--- src/rtl/rfa_pkg.sv ---
// Shared constants and carriers for the register field access bank
package rfa_pkg;

  // ----------------------------------------------------------------
  // Sizes
  // ----------------------------------------------------------------
  localparam int NCORE = 4;
  localparam int NCU   = 2;
  localparam int AW    = 8;
  localparam int DW    = 32;
  localparam int CW    = 2;

  // ----------------------------------------------------------------
  // Register byte offsets
  // ----------------------------------------------------------------
  localparam logic [AW-1:0] OFS_CORE = 8'h00;
  localparam logic [AW-1:0] OFS_CU   = 8'h04;
  localparam logic [AW-1:0] OFS_NODE = 8'h08;
  localparam logic [AW-1:0] OFS_COLD = 8'h0c;
  localparam logic [AW-1:0] OFS_GPRD = 8'h10;
  localparam logic [AW-1:0] OFS_GPWR = 8'h14;
  // Broadcast address is the row nibble joined with the column nibble
  localparam logic [3:0]    BC_ROW   = 4'h2;
  localparam logic [3:0]    BC_COL   = 4'h0;

  // ----------------------------------------------------------------
  // Field positions
  // ----------------------------------------------------------------
  localparam int CORE_RW_LSB  = 0;
  localparam int CORE_HW_LSB  = 8;
  localparam int CU_W1O_BIT   = 0;
  localparam int CU_ZERO_BIT  = 1;
  localparam int CU_WO_LSB    = 8;
  localparam int NODE_EVT_LSB = 0;
  localparam int NODE_ZERO_LSB = 8;
  localparam int NODE_FIX_LSB = 16;
  localparam int NODE_RAP_LSB = 24;
  localparam int COLD_CFG_LSB = 0;
  localparam int COLD_X_LSB   = 16;

  // ----------------------------------------------------------------
  // Reset and fixed values
  // ----------------------------------------------------------------
  localparam logic [7:0]  CORE_RW_RST  = 8'h00;
  localparam logic [7:0]  CU_WO_RST    = 8'h00;
  localparam logic [7:0]  NODE_EVT_RST = 8'h00;
  localparam logic [7:0]  NODE_RAP_RST = 8'h00;
  localparam logic [15:0] COLD_CFG_RST = 16'h0000;
  localparam logic [31:0] GPRD_RST     = 32'h0000_0000;
  localparam logic [7:0]  FIXED_VAL    = 8'h5a;

  // ----------------------------------------------------------------
  // Carriers
  // ----------------------------------------------------------------
  typedef struct packed {
    logic          valid;
    logic          write;
    logic [CW-1:0] core;
    logic [AW-1:0] addr;
    logic [DW-1:0] wdata;
  } rfa_req_t;

  typedef struct packed {
    logic          valid;
    logic          gp_fault;
    logic [DW-1:0] rdata;
  } rfa_rsp_t;

endpackage

--- src/rtl/rfa_sync2.sv ---
// Two-flop synchroniser for pin-level inputs
module rfa_sync2 #(
  parameter int           W   = 1,
  parameter logic [W-1:0] RST = '0
) (
  input  wire logic         core_clk_i,
  input  wire logic         srst_i,
  input  wire logic [W-1:0] async_i,
  output logic      [W-1:0] sync_o
);
  logic [W-1:0] meta_q;
  logic [W-1:0] sync_q;

  // Only the second stage reads the first
  always_ff @(posedge core_clk_i) begin
    if (srst_i) begin
      meta_q <= RST;
      sync_q <= RST;
    end else begin
      meta_q <= async_i;
      sync_q <= meta_q;
    end
  end

  assign sync_o = sync_q;
endmodule

--- src/rtl/rfa_w1c_field.sv ---
// Sticky field set by hardware and cleared by writing ones
module rfa_w1c_field #(
  parameter int           W   = 8,
  parameter logic [W-1:0] RST = '0
) (
  input  wire logic         core_clk_i,
  input  wire logic         srst_i,
  input  wire logic         warm_rst_i,
  input  wire logic [W-1:0] hw_set_i,
  input  wire logic [W-1:0] sw_clr_i,
  output logic      [W-1:0] q_o
);
  logic [W-1:0] q_q;
  logic [W-1:0] q_d;

  // Set wins over a clear in the same cycle so no event is lost
  assign q_d = hw_set_i | (q_q & ~sw_clr_i);

  always_ff @(posedge core_clk_i) begin
    if (srst_i || warm_rst_i) begin
      q_q <= RST;
    end else begin
      q_q <= q_d;
    end
  end

  assign q_o = q_q;
endmodule

--- src/rtl/rfa_bank.sv ---
// Register bank applying per-field access policies for several cores
//
// What this block does
// - Write-1-to-clear bits clear only where a one is written.
// - Write-1-only bits set on a written one; zeros change nothing.
// - Write-only fields take writes; read value is undefined.
// - Read-only fields return their value and ignore writes.
// - Read-as-zero reads zero, ignores writes unless also write-only or write-1-only.
// - Writing one to a must-be-zero bit raises a protection fault.
// - Read- or write-protected registers fault on the tagged access kind.
// - Registers take reset values on warm or cold system reset.
// - Fields with unspecified reset value may come up in any state.
// - Cold-reset fields survive warm reset; reset only while power is not good.
// - Reset-applied fields write anytime outside warm reset, take effect at next warm reset.
// - Fixed-value fields always return their constant, even after reset.
// - Per-core registers: each core reads only its own copy and writes other copies only through the broadcast address.
// - Per-compute-unit registers: a core reaches only its unit's copy.
// - Per-node registers: one shared copy reachable by every core.
// - Hardware-updated fields change on their own; reads show current state.
// - Broadcast address write puts the same data into its whole group.
module rfa_bank (
  input  wire logic                            core_clk_i,
  input  wire logic                            srst_i,
  input  wire logic                            sys_rst_n_i,
  input  wire logic                            power_good_i,
  input  wire rfa_pkg::rfa_req_t               req_i,
  output rfa_pkg::rfa_rsp_t                    rsp_o,
  input  wire logic [rfa_pkg::NCORE-1:0][7:0]  hw_status_i,
  input  wire logic [7:0]                      hw_event_i,
  output logic      [rfa_pkg::NCORE-1:0][7:0]  core_ctrl_o,
  output logic      [rfa_pkg::NCU-1:0][7:0]    cu_wo_o,
  output logic      [rfa_pkg::NCU-1:0]         cu_flag_o,
  output logic      [7:0]                      node_mode_o,
  output logic      [15:0]                     cold_cfg_o,
  output logic      [7:0]                      event_flags_o
);
  import rfa_pkg::*;

  // ----------------------------------------------------------------
  // Helpers
  // ----------------------------------------------------------------
  // Two neighbouring cores share one compute unit
  function automatic logic [CW-2:0] cu_of(input logic [CW-1:0] core);
    cu_of = core[CW-1:1];
  endfunction

  function automatic logic addr_is(input logic [AW-1:0] a, input logic [AW-1:0] ofs);
    addr_is = (a[AW-1:2] == ofs[AW-1:2]);
  endfunction

  // ----------------------------------------------------------------
  // Reset pins
  // ----------------------------------------------------------------
  // Both pins are asynchronous to the core clock, so they are resynchronised
  // before use; a reset shorter than one cycle may be missed.
  logic sys_rst_n_s;
  logic power_good_s;
  logic warm_rst;
  logic cold_rst;

  rfa_sync2 #(
    .W   (1),
    .RST (1'b0)
  ) u_sync_rst (
    .core_clk_i (core_clk_i),
    .srst_i     (srst_i),
    .async_i    (sys_rst_n_i),
    .sync_o     (sys_rst_n_s)
  );

  rfa_sync2 #(
    .W   (1),
    .RST (1'b0)
  ) u_sync_pwr (
    .core_clk_i (core_clk_i),
    .srst_i     (srst_i),
    .async_i    (power_good_i),
    .sync_o     (power_good_s)
  );

  assign cold_rst = ~power_good_s;
  // A power loss is also a warm reset of everything else
  assign warm_rst = ~sys_rst_n_s | cold_rst;

  // ----------------------------------------------------------------
  // Reset classes
  // ----------------------------------------------------------------
  // Clear terms shared by every register of one reset class
  wire             warm_clr = srst_i | warm_rst;
  wire             cold_clr = srst_i | cold_rst;

  // ----------------------------------------------------------------
  // Decode
  // ----------------------------------------------------------------
  wire             req_wr   = req_i.valid & req_i.write;
  wire             req_rd   = req_i.valid & ~req_i.write;
  wire [CW-2:0]    req_cu   = cu_of(req_i.core);
  wire             hit_core = addr_is(req_i.addr, OFS_CORE);
  wire             hit_cu   = addr_is(req_i.addr, OFS_CU);
  wire             hit_node = addr_is(req_i.addr, OFS_NODE);
  wire             hit_cold = addr_is(req_i.addr, OFS_COLD);
  wire             hit_gprd = addr_is(req_i.addr, OFS_GPRD);
  wire             hit_gpwr = addr_is(req_i.addr, OFS_GPWR);
  wire             hit_bc   = addr_is(req_i.addr, {BC_ROW, BC_COL});

  // ----------------------------------------------------------------
  // Protection faults
  // ----------------------------------------------------------------
  wire             gp_zero  = req_wr & hit_cu & req_i.wdata[CU_ZERO_BIT];
  wire             gp_prot  = (req_rd & hit_gprd) | (req_wr & hit_gpwr);
  wire             gp_any   = gp_zero | gp_prot;

  // Faulting writes and writes under warm reset change nothing
  wire             wr_ok    = req_wr & ~gp_any & ~warm_rst;

  // ----------------------------------------------------------------
  // Next values
  // ----------------------------------------------------------------
  // Write data is sliced once here so the register blocks stay plain loads
  wire [7:0]       core_rw_d  = req_i.wdata[CORE_RW_LSB +: 8];
  wire [7:0]       cu_wo_d    = req_i.wdata[CU_WO_LSB +: 8];
  wire             w1o_one    = req_i.wdata[CU_W1O_BIT];
  wire [7:0]       rap_pend_d = req_i.wdata[NODE_RAP_LSB +: 8];
  wire [15:0]      cold_cfg_d = req_i.wdata[COLD_CFG_LSB +: 16];
  wire [15:0]      xfld_d     = req_i.wdata[COLD_X_LSB +: 16];

  // ----------------------------------------------------------------
  // Per-core registers
  // ----------------------------------------------------------------
  logic [NCORE-1:0][7:0] core_rw_q;

  for (genvar c = 0; c < NCORE; c++) begin : g_core
    wire core_own = hit_core & (req_i.core == CW'(c));
    // Own copy only, unless the broadcast address hits the whole group
    wire core_we  = wr_ok & (core_own | hit_bc);

    always_ff @(posedge core_clk_i) begin
      if (warm_clr) begin
        core_rw_q[c] <= CORE_RW_RST;
      end else if (core_we) begin
        core_rw_q[c] <= core_rw_d;
      end
    end
  end

  // ----------------------------------------------------------------
  // Per-compute-unit registers
  // ----------------------------------------------------------------
  logic [NCU-1:0]      cu_w1o_q;
  logic [NCU-1:0][7:0] cu_wo_q;

  for (genvar u = 0; u < NCU; u++) begin : g_cu
    wire cu_we    = wr_ok & hit_cu & (req_cu == (CW-1)'(u));
    // Only a written one sets; a zero leaves the bit alone
    wire cu_w1o_d = cu_w1o_q[u] | w1o_one;

    always_ff @(posedge core_clk_i) begin
      if (warm_clr) begin
        cu_w1o_q[u] <= 1'b0;
      end else if (cu_we) begin
        cu_w1o_q[u] <= cu_w1o_d;
      end
    end

    // Write-only data only drives the output; reads never show it
    always_ff @(posedge core_clk_i) begin
      if (warm_clr) begin
        cu_wo_q[u] <= CU_WO_RST;
      end else if (cu_we) begin
        cu_wo_q[u] <= cu_wo_d;
      end
    end
  end

  // ----------------------------------------------------------------
  // Per-node registers
  // ----------------------------------------------------------------
  // One shared copy; cores must take turns, the bank does not arbitrate
  logic [7:0]  evt_q;
  logic [7:0]  rap_pend_q;
  logic [7:0]  rap_act_q;
  logic [15:0] cold_cfg_q;
  logic [15:0] xfld_q;
  logic [31:0] gprd_q;
  logic [7:0]  gp_cnt_q;

  wire         node_we = wr_ok & hit_node;
  wire         cold_we = wr_ok & hit_cold;
  wire  [7:0]  evt_clr = node_we ? req_i.wdata[NODE_EVT_LSB +: 8] : 8'h00;

  rfa_w1c_field #(
    .W   (8),
    .RST (NODE_EVT_RST)
  ) u_evt (
    .core_clk_i (core_clk_i),
    .srst_i     (srst_i),
    .warm_rst_i (warm_rst),
    .hw_set_i   (hw_event_i),
    .sw_clr_i   (evt_clr),
    .q_o        (evt_q)
  );

  // The pending copy survives warm reset so the setting is not lost
  always_ff @(posedge core_clk_i) begin
    if (cold_clr) begin
      rap_pend_q <= NODE_RAP_RST;
    end else if (node_we) begin
      rap_pend_q <= rap_pend_d;
    end
  end

  // The active copy only moves while warm reset is held
  always_ff @(posedge core_clk_i) begin
    if (cold_clr) begin
      rap_act_q <= NODE_RAP_RST;
    end else if (warm_rst) begin
      rap_act_q <= rap_pend_q;
    end
  end

  // ----------------------------------------------------------------
  // Cold-reset registers
  // ----------------------------------------------------------------
  // Only a power loss clears this field; a warm reset rides through
  always_ff @(posedge core_clk_i) begin
    if (cold_clr) begin
      cold_cfg_q <= COLD_CFG_RST;
    end else if (cold_we) begin
      cold_cfg_q <= cold_cfg_d;
    end
  end

  // No reset at all: contents are unspecified until first written
  always_ff @(posedge core_clk_i) begin
    if (cold_we) begin
      xfld_q <= xfld_d;
    end
  end

  // ----------------------------------------------------------------
  // Protected registers
  // ----------------------------------------------------------------
  // Writable scratch whose reads are protected
  wire         gprd_we   = wr_ok & hit_gprd;

  always_ff @(posedge core_clk_i) begin
    if (warm_clr) begin
      gprd_q <= GPRD_RST;
    end else if (gprd_we) begin
      gprd_q <= req_i.wdata;
    end
  end

  // Hardware-kept fault count; it saturates so a flood of faults cannot wrap it
  wire         gp_cnt_en = req_i.valid & gp_any & (gp_cnt_q != 8'hff);
  wire  [7:0]  gp_cnt_d  = gp_cnt_q + 8'h01;

  always_ff @(posedge core_clk_i) begin
    if (warm_clr) begin
      gp_cnt_q <= 8'h00;
    end else if (gp_cnt_en) begin
      gp_cnt_q <= gp_cnt_d;
    end
  end

  // ----------------------------------------------------------------
  // Read path
  // ----------------------------------------------------------------
  wire [31:0] rd_core = {16'h0000, hw_status_i[req_i.core], core_rw_q[req_i.core]};
  // Write-only, read-as-zero and must-be-zero bits all read as zero
  wire [31:0] rd_cu   = {16'h0000, 8'h00, 7'h00, cu_w1o_q[req_cu]};
  wire [31:0] rd_node = {rap_pend_q, FIXED_VAL, 8'h00, evt_q};
  wire [31:0] rd_cold = {xfld_q, cold_cfg_q};
  wire [31:0] rd_gpwr = {24'h00_0000, gp_cnt_q};

  logic [31:0] rdata_d;

  // ----------------------------------------------------------------
  // Read select
  // ----------------------------------------------------------------
  // A faulting read returns zero so protected contents never leak
  wire         rd_ok = req_rd & ~gp_any;

  always_comb begin
    rdata_d = 32'h0000_0000;
    if (rd_ok) begin
      case (1'b1)
        hit_core: rdata_d = rd_core;
        hit_cu:   rdata_d = rd_cu;
        hit_node: rdata_d = rd_node;
        hit_cold: rdata_d = rd_cold;
        hit_gpwr: rdata_d = rd_gpwr;
        default:  rdata_d = 32'h0000_0000;
      endcase
    end
  end

  // ----------------------------------------------------------------
  // Response
  // ----------------------------------------------------------------
  rfa_rsp_t rsp_q;
  rfa_rsp_t rsp_d;

  // Every request is answered next cycle, faulted or not
  assign rsp_d.valid    = req_i.valid;
  assign rsp_d.gp_fault = req_i.valid & gp_any;
  assign rsp_d.rdata    = rdata_d;

  always_ff @(posedge core_clk_i) begin
    if (srst_i) begin
      rsp_q <= '0;
    end else begin
      rsp_q <= rsp_d;
    end
  end

  // ----------------------------------------------------------------
  // Outputs
  // ----------------------------------------------------------------
  assign rsp_o         = rsp_q;
  assign core_ctrl_o   = core_rw_q;
  assign cu_wo_o       = cu_wo_q;
  assign cu_flag_o     = cu_w1o_q;
  assign node_mode_o   = rap_act_q;
  assign cold_cfg_o    = cold_cfg_q;
  assign event_flags_o = evt_q;

endmodule

--- config.mk ---
export PLATFORM = sky130hd
export DESIGN_NAME = rfa_bank
export DESIGN_NICKNAME = d
export VERILOG_FILES = /design/src/rtl/rfa_pkg.sv /design/src/rtl/rfa_sync2.sv /design/src/rtl/rfa_w1c_field.sv /design/src/rtl/rfa_bank.sv
export SDC_FILE = /design/constraint.sdc
export NUM_CORES = 1
export LEC_CHECK = 0
export BUFFER_PORTS_ARGS = -buffer_cell sky130_fd_sc_hd__buf_2
export CAP_MARGIN = 10
export CORE_ASPECT_RATIO = 1.2
export CORE_UTILIZATION = 40
export DETAILED_ROUTE_END_ITERATION = 12
export PLACE_DENSITY_LB_ADDON = 0.2
export SETUP_SLACK_MARGIN = 0.05
export SLEW_MARGIN = 30
export SYNTH_ARGS = -nofsm -noshare
export SYNTH_HDL_FRONTEND = slang
export SYNTH_SLANG_ARGS = --single-unit
export TNS_END_PERCENT = 1
--- constraint.sdc ---
create_clock -name core_clk_i -period 1.9 [get_ports core_clk_i]
set_clock_uncertainty 0.2 [all_clocks]
set_input_delay 0.19 -clock core_clk_i [delete_from_list [all_inputs] [get_ports core_clk_i]]
set_output_delay 0.19 -clock core_clk_i [all_outputs]
set_load 0.02 [all_outputs]
After elaboration in Yosys (flattened, before gate mapping). Index checks and enable logic that the tools add are counted.

Output and inout bits: 116. Input port bits: 88. Register bits after elaboration: 152.

Mux-type cells: 12. Add/subtract/negate cells: 1. Bitwise operators: 45. Magnitude comparators: 2. Equality and inequality tests: 10. Reductions and logical operators: 6.

Operators by type and width (number): 2-to-1 mux 32 bit (2); binary-select mux 8 bit (select 2 bit) (2); 2-to-1 mux 16 bit (2); 2-to-1 mux 8 bit (4); AND 1 bit (24); == test 6 x 2 -> 1 bit, second input constant (2); == test 6 x 3 -> 1 bit, second input constant (2); OR 1 bit (11); adder 8 x 1 -> 8 bit, second input constant (1); AND 8 bit (1); inequality test 8 bit, second input constant (1); NOT 8 bit (1); OR 8 bit (1); NOT 1 bit (7); == test 6 x 1 -> 1 bit, second input constant (1); == test 6 x 4 -> 1 bit, second input constant (1); zero test 6 bit (1); OR reduction 5 bit (1); == test 2 bit, second input constant (2); OR reduction 4 bit (1); less-than comparator 2 x 3 -> 1 bit, second input constant (1); == test 2 x 1 -> 1 bit, second input constant (1); zero test 2 bit (1); less-than comparator 1 x 2 -> 1 bit, second input constant (1); other kinds (3) (4).

Logic depth before layout (Yosys ltp). Gate-level depths: netlist (run 1).

Depth in word-level cells: 13. Mapped depth: 7. Mapped depth without buffers: 5.

Modules after synthesis. Synthesis (run 1) repeated with hierarchy kept, for this count alone.

Cells, all modules: 656. Area, all modules: 6217.2 µm².

By module, submodules not included: rfa_bank (times used 1, sequential area each 2962.8 µm², cells an instance 614, area an instance 5784.3 µm²); rfa_w1c_field (times used 1, sequential area each 160.2 µm², cells an instance 34, area an instance 327.8 µm²); rfa_sync2 (times used 2, sequential area each 40.0 µm², cells an instance 4, area an instance 52.6 µm²).

Worst setup path after synthesis (run 1). No wires, ideal clock.

Path type: in2reg. Start point: input port req_i[36] (netlist name). End point: register xfld_q[0] (enable). Path slack: -152 ps. Setup time: 350 ps. Stages: 5. Data arrival time: 1503 ps. Cells stage by stage: buf_2 -> nor4_4 -> nand3_2 -> inv_2 -> buf_2.

Longest elaborated chain between the ends: 8. Elaborated cells on any way between the ends: 14. Classes of those cells: eq/ne: 4; bitwise: 10.

RTL lines: start: declaration (line rfa_bank.sv:26) `input wire rfa_pkg::rfa_req_t req_i,`; == test 6 x 1 -> 1 bit / == test 6 x 3 -> 1 bit (equally long branches) (line rfa_bank.sv:48) `addr_is = (a[AW-1:2] == ofs[AW-1:2]);`; AND 1 bit, on equally long branches (line rfa_bank.sv:109, rfa_bank.sv:110); AND 1 bit / OR 1 bit (equally long branches) (line rfa_bank.sv:109, rfa_bank.sv:110); OR 1 bit (line rfa_bank.sv:111) `wire gp_any = gp_zero | gp_prot;`; NOT 1 bit (line rfa_bank.sv:114) `wire wr_ok = req_wr & ~gp_any & ~warm_rst;`; AND 1 bit (2 in a row) (line rfa_bank.sv:114); AND 1 bit * (line rfa_bank.sv:188) `wire cold_we = wr_ok & hit_cold;`; named net cold_we (line rfa_bank.sv:188); end signal: assignment (line rfa_bank.sv:236) `xfld_q <= xfld_d;`; end: declaration (line rfa_bank.sv:183) `logic [15:0] xfld_q;`.

Mark *: on every way through the listed nets, which the timed path passes. The rest lies on a longest branch. A chain may end at the register's enable or synchronous reset.

Final worst setup path (run 1).
Start point: input port req_i[1] (netlist name). End point: register gp_cnt_q[4].

Longest elaborated chain between the ends: 4.

RTL lines: AND 1 bit (line rfa_bank.sv:109) `wire gp_zero = req_wr & hit_cu & req_i.wdata[CU_ZERO_BIT];`; OR 1 bit (line rfa_bank.sv:111); AND 1 bit (2 in a row) (line rfa_bank.sv:255) `wire gp_cnt_en = req_i.valid & gp_any & (gp_cnt_q != 8'hff);`; end signal: assignment (line rfa_bank.sv:262) `gp_cnt_q <= gp_cnt_d;`; end: declaration (line rfa_bank.sv:185) `logic [7:0] gp_cnt_q;`.

No other way between the ends.

==> summary.md, run 1 <==
| Metric | Value |
|---|---|
| Count of final hold-check violations | 0 |
| Layout overhead on the synthesized area | 45.2% |
| Clk root buf | clkbuf_16 |
| Overall die height | between 100 and 150 µm |
| RSZ-0062 raised after global routing | yes |
| Mapped Nets | around 720 |
| Via density | between 5 and 6 |
| Die X | roughly 120 µm |
| Path depth of the worst reg2reg path | 7 |
| Die area | ~16000 µm² |
| Synth Area in Adders | 0.204% |
| Routed Antenna Nets | 0 |
| Slew @ Worst Pin | approximately 530 ps |
| CTS tree | done |
| Post-synthesis cell area | between 6000 and 7000 µm² |
| Netlist cell types | 47 |
| DRT Pass-1 Iters | 5 |
| Slowest CP cell | dlygate4sd3_1 |
| Ant diodes | 0 |
| Synthesized flop and latch total | around 150 |
| Total Wirelength | ~19000 µm |
| Worst Path Required | about 2100 ps |
| Port bufs | roughly 200 |
| Peak Freq | ~550 MHz |
| Multiplexer share of the synthesized area | 10.7% |
| Num rows | slightly below 50 |
| Sequential-to-total area share from yosys stat | around 52% |
| Vias | 5941 |
| Top-area cell type share of the netlist area | approximately 44% |
| Pre-CTS setup slack | -128 ps |
| Largest family of logic cells by synthesized area | simple AND/OR/NAND/NOR gates |
| Post-DP HPWL | roughly 14000 µm |
| CP Max Fanout | 3 |
| Number of top-level pins | about 200 |
| Max Buffers Root-to-Sink | 2 |
| Fin util | 59.4% |
| Async S/R FF share, synth | 0% |
| H-tree depth | 4 |
| Share of post-route cells with drive strength above 1 | a little over a third |
| Synth Area in Simple Gates | roughly a fifth |
| Min Tclk post-route | around 1800 ps |
| Worst Setup End Kind | flop |
| Tot GR Track Use | between 20% and 30% |
| Global-route wire length before repair | ~30000 µm |
| TritonCTS buffer count | 17 |
| Most frequent cells in the layout | buf_2 (200), dfxtp_1 (136), nand2_1 (63), o21ai_0 (63), buf_4 (51) |
| Grt ovf | 0 |
| CP arrival | a little under 2000 ps |
| Syn Inst Count | approximately 640 |
| Max Cap Viol | 0 |
| Final Wtd Congestion | between 0.8 and 0.9 |
| Drt drc | 0 |
| Crit Path Class | in -> reg |
| Synth Warn # | 0 |
| CP Cell Sequence | dlygate4sd3_1 > buf_6 > o211ai_1 > a211o_1 > or4_1 > a21oi_1 |
| Xor and xnor fraction of the mapped netlist area | 0% |
| Initial antenna violation count | 0 |
| Clock Sinks | between 150 and 200 |
| Worst Setup Slack, final | roughly 90 ps |
| Synthesized area per cell | between 9 and 10 µm² |
| Main synth FF type | dfxtp_1 |
| Critical Path Source Type | input pin |
| Ranking of synthesized cells by area | dfxtp_1 (44%), edfxtp_1 (7.8%), mux4_2 (5.9%) |
| Largest net degree at the start of global routing | 38 |
| Starting density of the core | 40.9% |
| Compound-Gate Fraction of Synth Area | between 10% and 20% |
| PD cells | between 800 and 900 nW/µm² |
| Class of the tightest hold or removal check | in -> reg |
| Endpoints failing setup | 0 |
| EDFF count, synth | 16 |
| Reg clk slew, reported paths | around 60 ps |
| Status | finished clean |
| Core area | around 15000 µm² |
| DRT iter0 DRCs | around 320 |
| Max-slew violation count | 0 |
| Vias in the first global route | a little under 6000 |
| Final Cell Area | 8920 µm² |
| Period utilisation layout | 95.4% |
| Maximum VDD drop | about 0.66 mV |
| Drt wl/cell | approximately 17 µm |
| Hold Path Stages | 4 |
| Clock Latency Late Sink | around 430 ps |
| CP max stage delay | ~550 ps |
| Commonest non-fill, non-tap cell in the layout | buf_2 |
| Leakage Power | 3.69 nW |
| Rel. slew slack | between 60 and 70% |
| Final #Nets | about 1000 |
| Placed cell area | a little under 8000 µm² |
| Yosys top cell by area | dfxtp_1 |
==> flip-flops by register name, indices dropped and copies added (netlist names), 2 cells and up <==
register,cells
gp_cnt_q,8
cu_wo_o,16
node_mode_o,8
core_ctrl_o,32
cu_flag_o,2
cold_cfg_o,16
rsp_o,34
u_evt.q_o,8
rap_pend_q,8
xfld_q,16
==> per-stage QoR <==
step                      hold WS, ps  power, mW  TNS, ps  instances
final                            43.6       7.29        0       1136
after global routing             47.1       7.53        0       1136
after CTS                        24.1       7.34    -22.2       1134
after floorplan                  61.6       3.48     -503        635
after global placement            169       3.69    -1350       1055
after detailed placement          169       3.69    -2270       1055
==> where the power goes <==
part           total, mW  switching [mW]  internal, mW  leakage (nW)
combinational      0.456           0.212         0.243          2.16
sequential          3.25         0.00357          3.25          1.24
clock               3.59            1.38          2.21         0.294
==> path summary, 6_finish.rpt <==
check	slack, ps	endpoint	startpoint
max	90	gp_cnt_q[4]	req_i[1]
min	40	rsp_o[9]	hw_status_i[1]
max reg2reg	100	core_ctrl_o[31]	u_sync_pwr.sync_o
min reg2reg	270	u_sync_pwr.sync_o	u_sync_pwr.meta_q
==> synth_stat cells (4+ instances only) <==
master and instances:
a22oi_1 9, nand4_1 21, a21oi_1 47, a31oi_1 9
buf_2 10, clkbuf_1 26, o21ai_0 69, nor2b_1 13
dfxtp_1 136, edfxtp_1 16, inv_1 17, nand2_1 63
mux2i_1 26, nand3_1 39, nor2_1 46, mux4_2 16
nand2b_1 4, and4_1 5, nor3_1 11, buf_1 5
and2_1 4
==> layer usage <==
layer | track usage [%] | up-vias | routed length (µm)
met5 | 0 | - | 0
met2 | 44.4 | 249 | 9780
met1 | 27.3 | 2789 | 7460
met3 | 6.34 | 36 | 1320
li1 | - | 2867 | -
met4 | 10.8 | 0 | 413
==> worst max-delay path: cells and delay by family <==
kind                   cells  cell delay, ps
buffers and inverters      2             670
and+or+nand+nor            1             520
AOI/OAI and AO/OA          3             590
==> logic make-up (layout without fill, tap and decap cells) <==
logic type	after synthesis	in the layout
multiplexers	45	45
buffers and inverters	63	360
AND/OR/NAND/NOR	222	222
flip-flops	152	152
adder cells (fa/ha/maj)	1	1
AO/OA/AOI/OAI	152	152
==> area by class of cell <==
cell class / count / area, µm²
Fill cell: 1276 / 6100
Sequential cell: 152 / 3200
Multi-Input combinational cell: 420 / 2700
Timing Repair Buffer: 310 / 2070
Clock buffer: 18 / 429
Tap cell: 204 / 255
Clock inverter: 13 / 195
Inverter: 19 / 71.3
==> timing repair <==
item,in CTS,in global routing
pin swaps,1,6
buffers inserted,2,2
hold buffers,46,0
endpoints found under the hold margin,101,0
resized for setup,1,15
setup endpoints to repair,35,64
Power figures use the tool's default switching activity.
==> run 2: changes to the inputs <==
--- a/config.mk
+++ b/config.mk
@@ -10,7 +10,7 @@
 export CORE_ASPECT_RATIO = 1.2
 export CORE_UTILIZATION = 40
 export DETAILED_ROUTE_END_ITERATION = 12
-export PLACE_DENSITY_LB_ADDON = 0.2
+export PLACE_DENSITY = 0.71
 export SETUP_SLACK_MARGIN = 0.05
 export SLEW_MARGIN = 30
 export SYNTH_ARGS = -nofsm -noshare
==> run 2 against run 1 <==
Effect of this change: non-clock buffer count fell by 10; clock power fell by 7.2%; global-route usage is 0.20 points higher; largest power group unchanged; core utilization shrank 0.87 points; sequential power barely moved; worst setup slack better by 62 ps; highest routed layer unchanged; cell count shrank 0.79%; total power is 3.7% lower; design area shrank 1.5%; count of clock-buffer cells in the layout up 1.
==> summary.md, run 2 (synthesis gave the netlist of run 1 again) <==
| Metric | Value |
|---|---|
| Register area | 3200 µm² (unchanged) |
| Worst Path Required | 2020 ps (was 2050 ps) |
| Leakage Power | 3.61 nW (was 3.69 nW) |
| Count of final hold-check violations | 0 (unchanged) |
| Commonest non-fill, non-tap cell in the layout | buf_2 (unchanged) |
| Tot GR Track Use | 24.9% (was 24.7%) |
| Maximum VDD drop | 0.471 mV (was 0.661 mV) |
| Pre-CTS setup slack | -108 ps (was -128 ps) |
| Die area | 15900 µm² (unchanged) |
| TritonCTS buffer count | 17 (unchanged) |
| Slew @ Worst Pin | 429 ps (was 533 ps) |
| Num rows | 49 (unchanged) |
| Min Tclk post-route | 1750 ps (was 1810 ps) |
| Port bufs | 201 (unchanged) |
| TNS Setup | 0 ps (unchanged) |
| Routed Antenna Nets | 0 (unchanged) |
| Layout overhead on the synthesized area | 43.0% (was 45.2%) |
| Drt wl/cell | 17.3 µm (was 16.7 µm) |
| CP Max Fanout | 16 (was 3) |
| Max-slew violation count | 0 (unchanged) |
| Pwr Total | 7.03 mW (was 7.29 mW) |
| Vias in the first global route | 5611 (was 5899) |
| RSZ-0062 raised after global routing | yes (unchanged) |
| Drt drc | 0 (unchanged) |
| Share of post-route cells with drive strength above 1 | 33.7% (was 34.8%) |
| DRT Pass-1 Iters | 4 (was 5) |
| Overall die height | 138 µm (unchanged) |
| Fin cells | 1127 (was 1136) |
| Worst Setup End Kind | flop (unchanged) |
| Max Buffers Root-to-Sink | 2 (unchanged) |
| Largest net degree at the start of global routing | 33 (was 38) |
| Number of top-level pins | 204 (unchanged) |
| Initial antenna violation count | 0 (unchanged) |
| Via density | 5.28 (was 5.23) |
| Global-route wire length before repair | 29400 µm (was 29600 µm) |
| Final #Nets | 999 (was 1009) |
| Worst Setup Slack, final | 150 ps (was 87.6 ps) |
| Placed cell area | 7740 µm² (was 7760 µm²) |
| Rel. slew slack | 71.3% (was 64.3%) |
| Endpoints failing setup | 0 (unchanged) |
| Post-DP HPWL | 13700 µm (was 14000 µm) |
| Core area | 15000 µm² (unchanged) |
| DRT iter0 DRCs | 355 (was 316) |
| Total Wirelength | 19500 µm (was 19000 µm) |
| Starting density of the core | 40.9% (unchanged) |
| Largest register FFs | 34 (unchanged) |
| Clk root buf | clkbuf_16 (unchanged) |
| Clock Latency Late Sink | 430 ps (about the same) |
| PD cells | 800 nW/µm² (was 818 nW/µm²) |
| CP arrival | 1870 ps (was 1960 ps) |
| # fillers | 1291 (was 1276) |
| H-tree depth | 4 (unchanged) |
| Vias | 5952 (was 5941) |
| Peak Freq | 571 MHz (was 552 MHz) |
| Class of the tightest hold or removal check | in -> reg (unchanged) |
| Status | finished clean (unchanged) |
| Ant diodes | 0 (unchanged) |
| Most frequent cells in the layout | buf_2 (201), dfxtp_1 (136), o21ai_0 (69) (was buf_2 (200), dfxtp_1 (136), nand2_1 (63), o21ai_0 (63), buf_4 (51)) |
| Critical Path Source Type | flop (was input pin) |
| Die X | 115 µm (unchanged) |
| CTS tree | done (unchanged) |
| Period utilisation layout | 92.1% (was 95.4%) |
| Final Wtd Congestion | 0.839 (was 0.858) |
| Reg clk slew, reported paths | 70 ps (was 60 ps) |
| Placed cells | 1049 (was 1055) |
| Crit Path Class | reg -> reg (was in -> reg) |
| Final Cell Area | 8790 µm² (was 8920 µm²) |
| Postcts setup bufs | 0 (was 2) |
| Clock Sinks | 152 (unchanged) |
| Multi-input combinational cell area | 2680 µm² (was 2700 µm²) |
| Max Cap Viol | 0 (unchanged) |
| Grt ovf | 0 (unchanged) |
[run 2: changes by cell type in the layout (fill, tap and decap cells not counted), sizes merged]
cell	change
buf	-10
bufinv	-2
clkbuf	+1
clkinv	+1
clkinvlp	+1
[run 2: path summary, 6_finish.rpt]
path,end,startpoint,cells after the start,slack (ps)
min,rsp_o[13],hw_status_i[5],4,30
min reg2reg,u_sync_pwr.sync_o,u_sync_pwr.meta_q,1,240
max reg2reg,rap_pend_q[1],u_sync_pwr.sync_o,6,150
max,rap_pend_q[1],u_sync_pwr.sync_o,6,150
[run 2: final cells by class]
class | count | share of cell area, %
Clock inverter | 13 | 1.68
Inverter | 19 | 0.812
Tap cell | 204 | 2.90
Sequential cell | 152 | 36.5
Clock buffer | 19 | 4.93
Timing Repair Buffer | 300 | 22.8
Multi-Input combinational cell | 420 | 30.4
[run 2: through the flow]
step           hold WS [ps]  util, %
2_1_floorplan          61.6        -
3_3_place_gp            168     51.6
3_5_place_dp            169     51.6
4_1_cts                16.6     58.5
5_1_grt                22.2     58.5
6_report               33.4     58.5
[run 2: routing by layer]
layer  track usage (%)  up-vias  part of all wire [%]
li1                  -     2856                     -
met1              28.8     2814                    42
met2              42.7      249                    49
met3              6.95       33                   6.8
met4              11.0        0                   2.6
met5                 0        -                     0
[run 2: power by group]
part / internal, mW / leakage (nW) / switching (mW)
Combinational: 0.233 / 2.10 / 0.215
Sequential: 3.25 / 1.24 / 0.00316
Clock: 1.95 / 0.271 / 1.38
Total: 5.43 / 3.61 / 1.60
[run 2: timing repair]
item,in CTS,in global routing
resized for setup,0,1
hold buffers,46,0
endpoints found under the hold margin,102,0
setup endpoints to repair,0,13
[run 2: critical path, cell delays in order, from the launching register on]
cell and delay [ps]:
dfxtp_1 360, nand4_1 110, buf_4 180, nor4_4 300, buf_12 210, mux2i_1 220
nor2_1 50
==> run 3: changes to the inputs <==
--- a/config.mk
+++ b/config.mk
@@ -5,9 +5,9 @@
 export SDC_FILE = /design/constraint.sdc
 export NUM_CORES = 1
 export LEC_CHECK = 0
-export BUFFER_PORTS_ARGS = -buffer_cell sky130_fd_sc_hd__buf_2
+export BUFFER_PORTS_ARGS = -buffer_cell sky130_fd_sc_hd__buf_4
 export CAP_MARGIN = 10
-export CORE_ASPECT_RATIO = 1.2
+export CORE_ASPECT_RATIO = 0.8
 export CORE_UTILIZATION = 40
 export DETAILED_ROUTE_END_ITERATION = 12
 export PLACE_DENSITY = 0.71
==> run 3 against run 2 <==
Effect of this change: register-to-register slack about the same; global-route usage decreased by 1.2 points; sequential power about the same; critical path type unchanged; combinational power increased by 7.8%; largest cell class unchanged; clock power increased by 1%; first-iteration DRC count increased by 7.0%; count of clock-buffer cells in the layout unchanged; non-clock buffer count increased by 2; total power increased by 1.1%; worst hold slack got worse by 16 ps; flip-flop and latch count unchanged.
==> summary.md, run 3 (synthesis gave the netlist of run 1 again) <==
| Metric | Value |
|---|---|
| Status | finished clean (unchanged) |
| Worst Setup Slack, final | 143 ps (was 150 ps) |
| Worst Setup End Kind | flop (unchanged) |
| Hold_ws | 17.7 ps (was 33.4 ps) |
| Die X | 141 µm (was 115 µm) |
| Number of top-level pins | 204 (unchanged) |
| Routed Antenna Nets | 0 (unchanged) |
| Leakage Power | 3.67 nW (was 3.61 nW) |
| Min Tclk post-route | 1760 ps (was 1750 ps) |
| Worst Setup SP | u_sync_pwr.sync_o (unchanged) |
| Clk root buf | clkbuf_16 (unchanged) |
| Vias in the first global route | 5466 (was 5611) |
| Routing usage on met1 | 30.8% (was 28.8%) |
| Multi-input combinational cell area | 2680 µm² (about the same) |
| Most frequent cells in the layout | buf_4 (251), dfxtp_1 (136), o21ai_0 (69) (was buf_2 (201), dfxtp_1 (136), o21ai_0 (69)) |
| Register area | 3200 µm² (unchanged) |
| DRT iter0 DRCs | 380 (was 355) |
| RSZ-0062 raised after global routing | yes (unchanged) |
| Post-DP HPWL | 13500 µm (was 13700 µm) |
| Peak Freq | 569 MHz (was 571 MHz) |
| Total Wirelength | 18900 µm (was 19500 µm) |
| CP endpoint | rap_pend_q[1] (unchanged) |
| Global-route wire length before repair | 28700 µm (was 29400 µm) |
| Largest register FFs | 34 (unchanged) |
| Maximum VDD drop | 0.557 mV (was 0.471 mV) |
| Rel. slew slack | 70.4% (was 71.3%) |
| GRT busiest layer | met2 (unchanged) |
| Hold Path Stages | 5 (was 4) |
| Ant diodes | 0 (unchanged) |
| Via density | 5.32 (was 5.28) |
| DRT Pass-1 Iters | 6 (was 4) |
| Clock Latency Late Sink | 420 ps (was 430 ps) |
| Port bufs | 201 (unchanged) |
| Overall die height | 113 µm (was 138 µm) |
| CP Max Fanout | 13 (was 16) |
| Layout overhead on the synthesized area | 50.4% (was 43.0%) |
| Critical Path Source Type | flop (unchanged) |
| Crit Path Class | reg -> reg (unchanged) |
| Worst Path Required | 2010 ps (was 2020 ps) |
| Max Cap Viol | 0 (unchanged) |
| Placed cell area | 8210 µm² (was 7740 µm²) |
| Class of the tightest hold or removal check | in -> reg (unchanged) |
| # fillers | 1267 (was 1291) |
| R2R Path End | rap_pend_q[1] (unchanged) |
| Postcts setup bufs | 0 (unchanged) |
| Drt drc | 0 (unchanged) |
| Slew @ Worst Pin | 438 ps (was 429 ps) |
| CP arrival | 1870 ps (about the same) |
| Worst R2R Start | u_sync_pwr.sync_o (unchanged) |
| TritonCTS buffer count | 17 (unchanged) |
| Vias | 5923 (was 5952) |
| Clock Sinks | 152 (unchanged) |
| Num rows | 40 (was 49) |
| Tot GR Track Use | 23.7% (was 24.9%) |
| Initial antenna violation count | 0 (unchanged) |
| GRT met3 Usage | 6.69% (was 6.95%) |
| Die area | 15900 µm² (about the same) |
| Core area | 15000 µm² (about the same) |
| Share of post-route cells with drive strength above 1 | 33.8% (was 33.7%) |
| Drt wl/cell | 16.9 µm (was 17.3 µm) |
| Endpoints failing setup | 0 (unchanged) |
| CTS tree | done (unchanged) |
| Largest net degree at the start of global routing | 34 (was 33) |
| Starting density of the core | 40.9% (about the same) |
| Count of final hold-check violations | 0 (unchanged) |
| Max-slew violation count | 0 (unchanged) |
| Reg clk slew, reported paths | 60 ps (was 70 ps) |
| Fin util | 61.5% (was 58.5%) |
| Path depth of the worst reg2reg path | 6 (unchanged) |
| H-tree depth | 4 (unchanged) |
| Max Buffers Root-to-Sink | 2 (unchanged) |
| Final #Nets | 1001 (was 999) |
| Commonest non-fill, non-tap cell in the layout | buf_4 (was buf_2) |
| FF-to-FF setup slack | 140 ps (was 150 ps) |
| Met2 Resource Use GR | 38.4% (was 42.7%) |
| Final Cell Area | 9240 µm² (was 8790 µm²) |
| PD cells | 769 nW/µm² (was 800 nW/µm²) |
| Period utilisation layout | 92.5% (was 92.1%) |
| Pre-CTS setup slack | -160 ps (was -108 ps) |
| Final Wtd Congestion | 0.887 (was 0.839) |
| Grt ovf | 0 (unchanged) |
==> run 3: changes by cell type in the layout (fill, tap and decap cells not counted), sizes merged <==
cell / delta
buf: +4
bufinv: +1
clkinv: +4
clkinvlp: -2
dlygate4sd3: -2
inv: -3
==> run 3: worst min path at each step <==
| stage | to | slack, ps | start |
|---|---|---|---|
| CTS | rsp_o[7] | 3 | req_i[35] |
| floorplan | u_sync_pwr.meta_q | 60 | srst_i |
| finish | rsp_o[7] | 20 | req_i[35] |
| global route | rsp_o[6] | 50 | req_i[35] |
| global placement | xfld_q[1] | 170 | req_i[17] |
| detailed placement | xfld_q[4] | 170 | req_i[20] |
==> run 3: metal layers <==
layer,vias up,wire length [µm]
met1,2768,8310
met2,276,8670
met3,24,1570
met5,-,0
met4,0,296
li1,2855,-
==> run 3: metrics by stage <==
step / power [mW] / setup TNS (ps) / std cells
finish: 7.10 / 0 / 1114
global route: 7.34 / 0 / 1114
CTS: 7.15 / 0 / 1114
detailed placement: 3.73 / -1820 / 1038
global placement: 3.72 / -780 / 1038
floorplan: 3.48 / -503 / 635
==> run 3: timing repair <==
item / CTS / global route
endpoints found under the hold margin: 105 / 0
gates resized for setup: 0 / 1
endpoints found under the setup margin: 0 / 5
hold buffers: 44 / 0
==> run 3: worst max-delay path: stages, from the launching register on <==
cell and delay (ps):
dfxtp_1 390, nand4_1 110, buf_4 180, nor4_4 300, buf_12 200, mux2i_1 200, nor2_1 50
==> run 3: layout make-up <==
| type | instances | area share (%) |
|---|---|---|
| clock buffers | 19 | 4.69 |
| repair buffers | 302 | 26.7 |
| flip-flops and latches | 152 | 34.7 |
| multi-input cells | 420 | 29.0 |
| well taps | 189 | 2.56 |
| inverters | 19 | 0.772 |
| clock inverters | 13 | 1.65 |
==> run 3: report_power, final <==
part	internal (mW)	total (mW)	switching, mW
registers	3.25	3.25	0.00310
clock network	2.05	3.37	1.32
logic	0.275	0.483	0.208
total	5.57	7.10	1.53
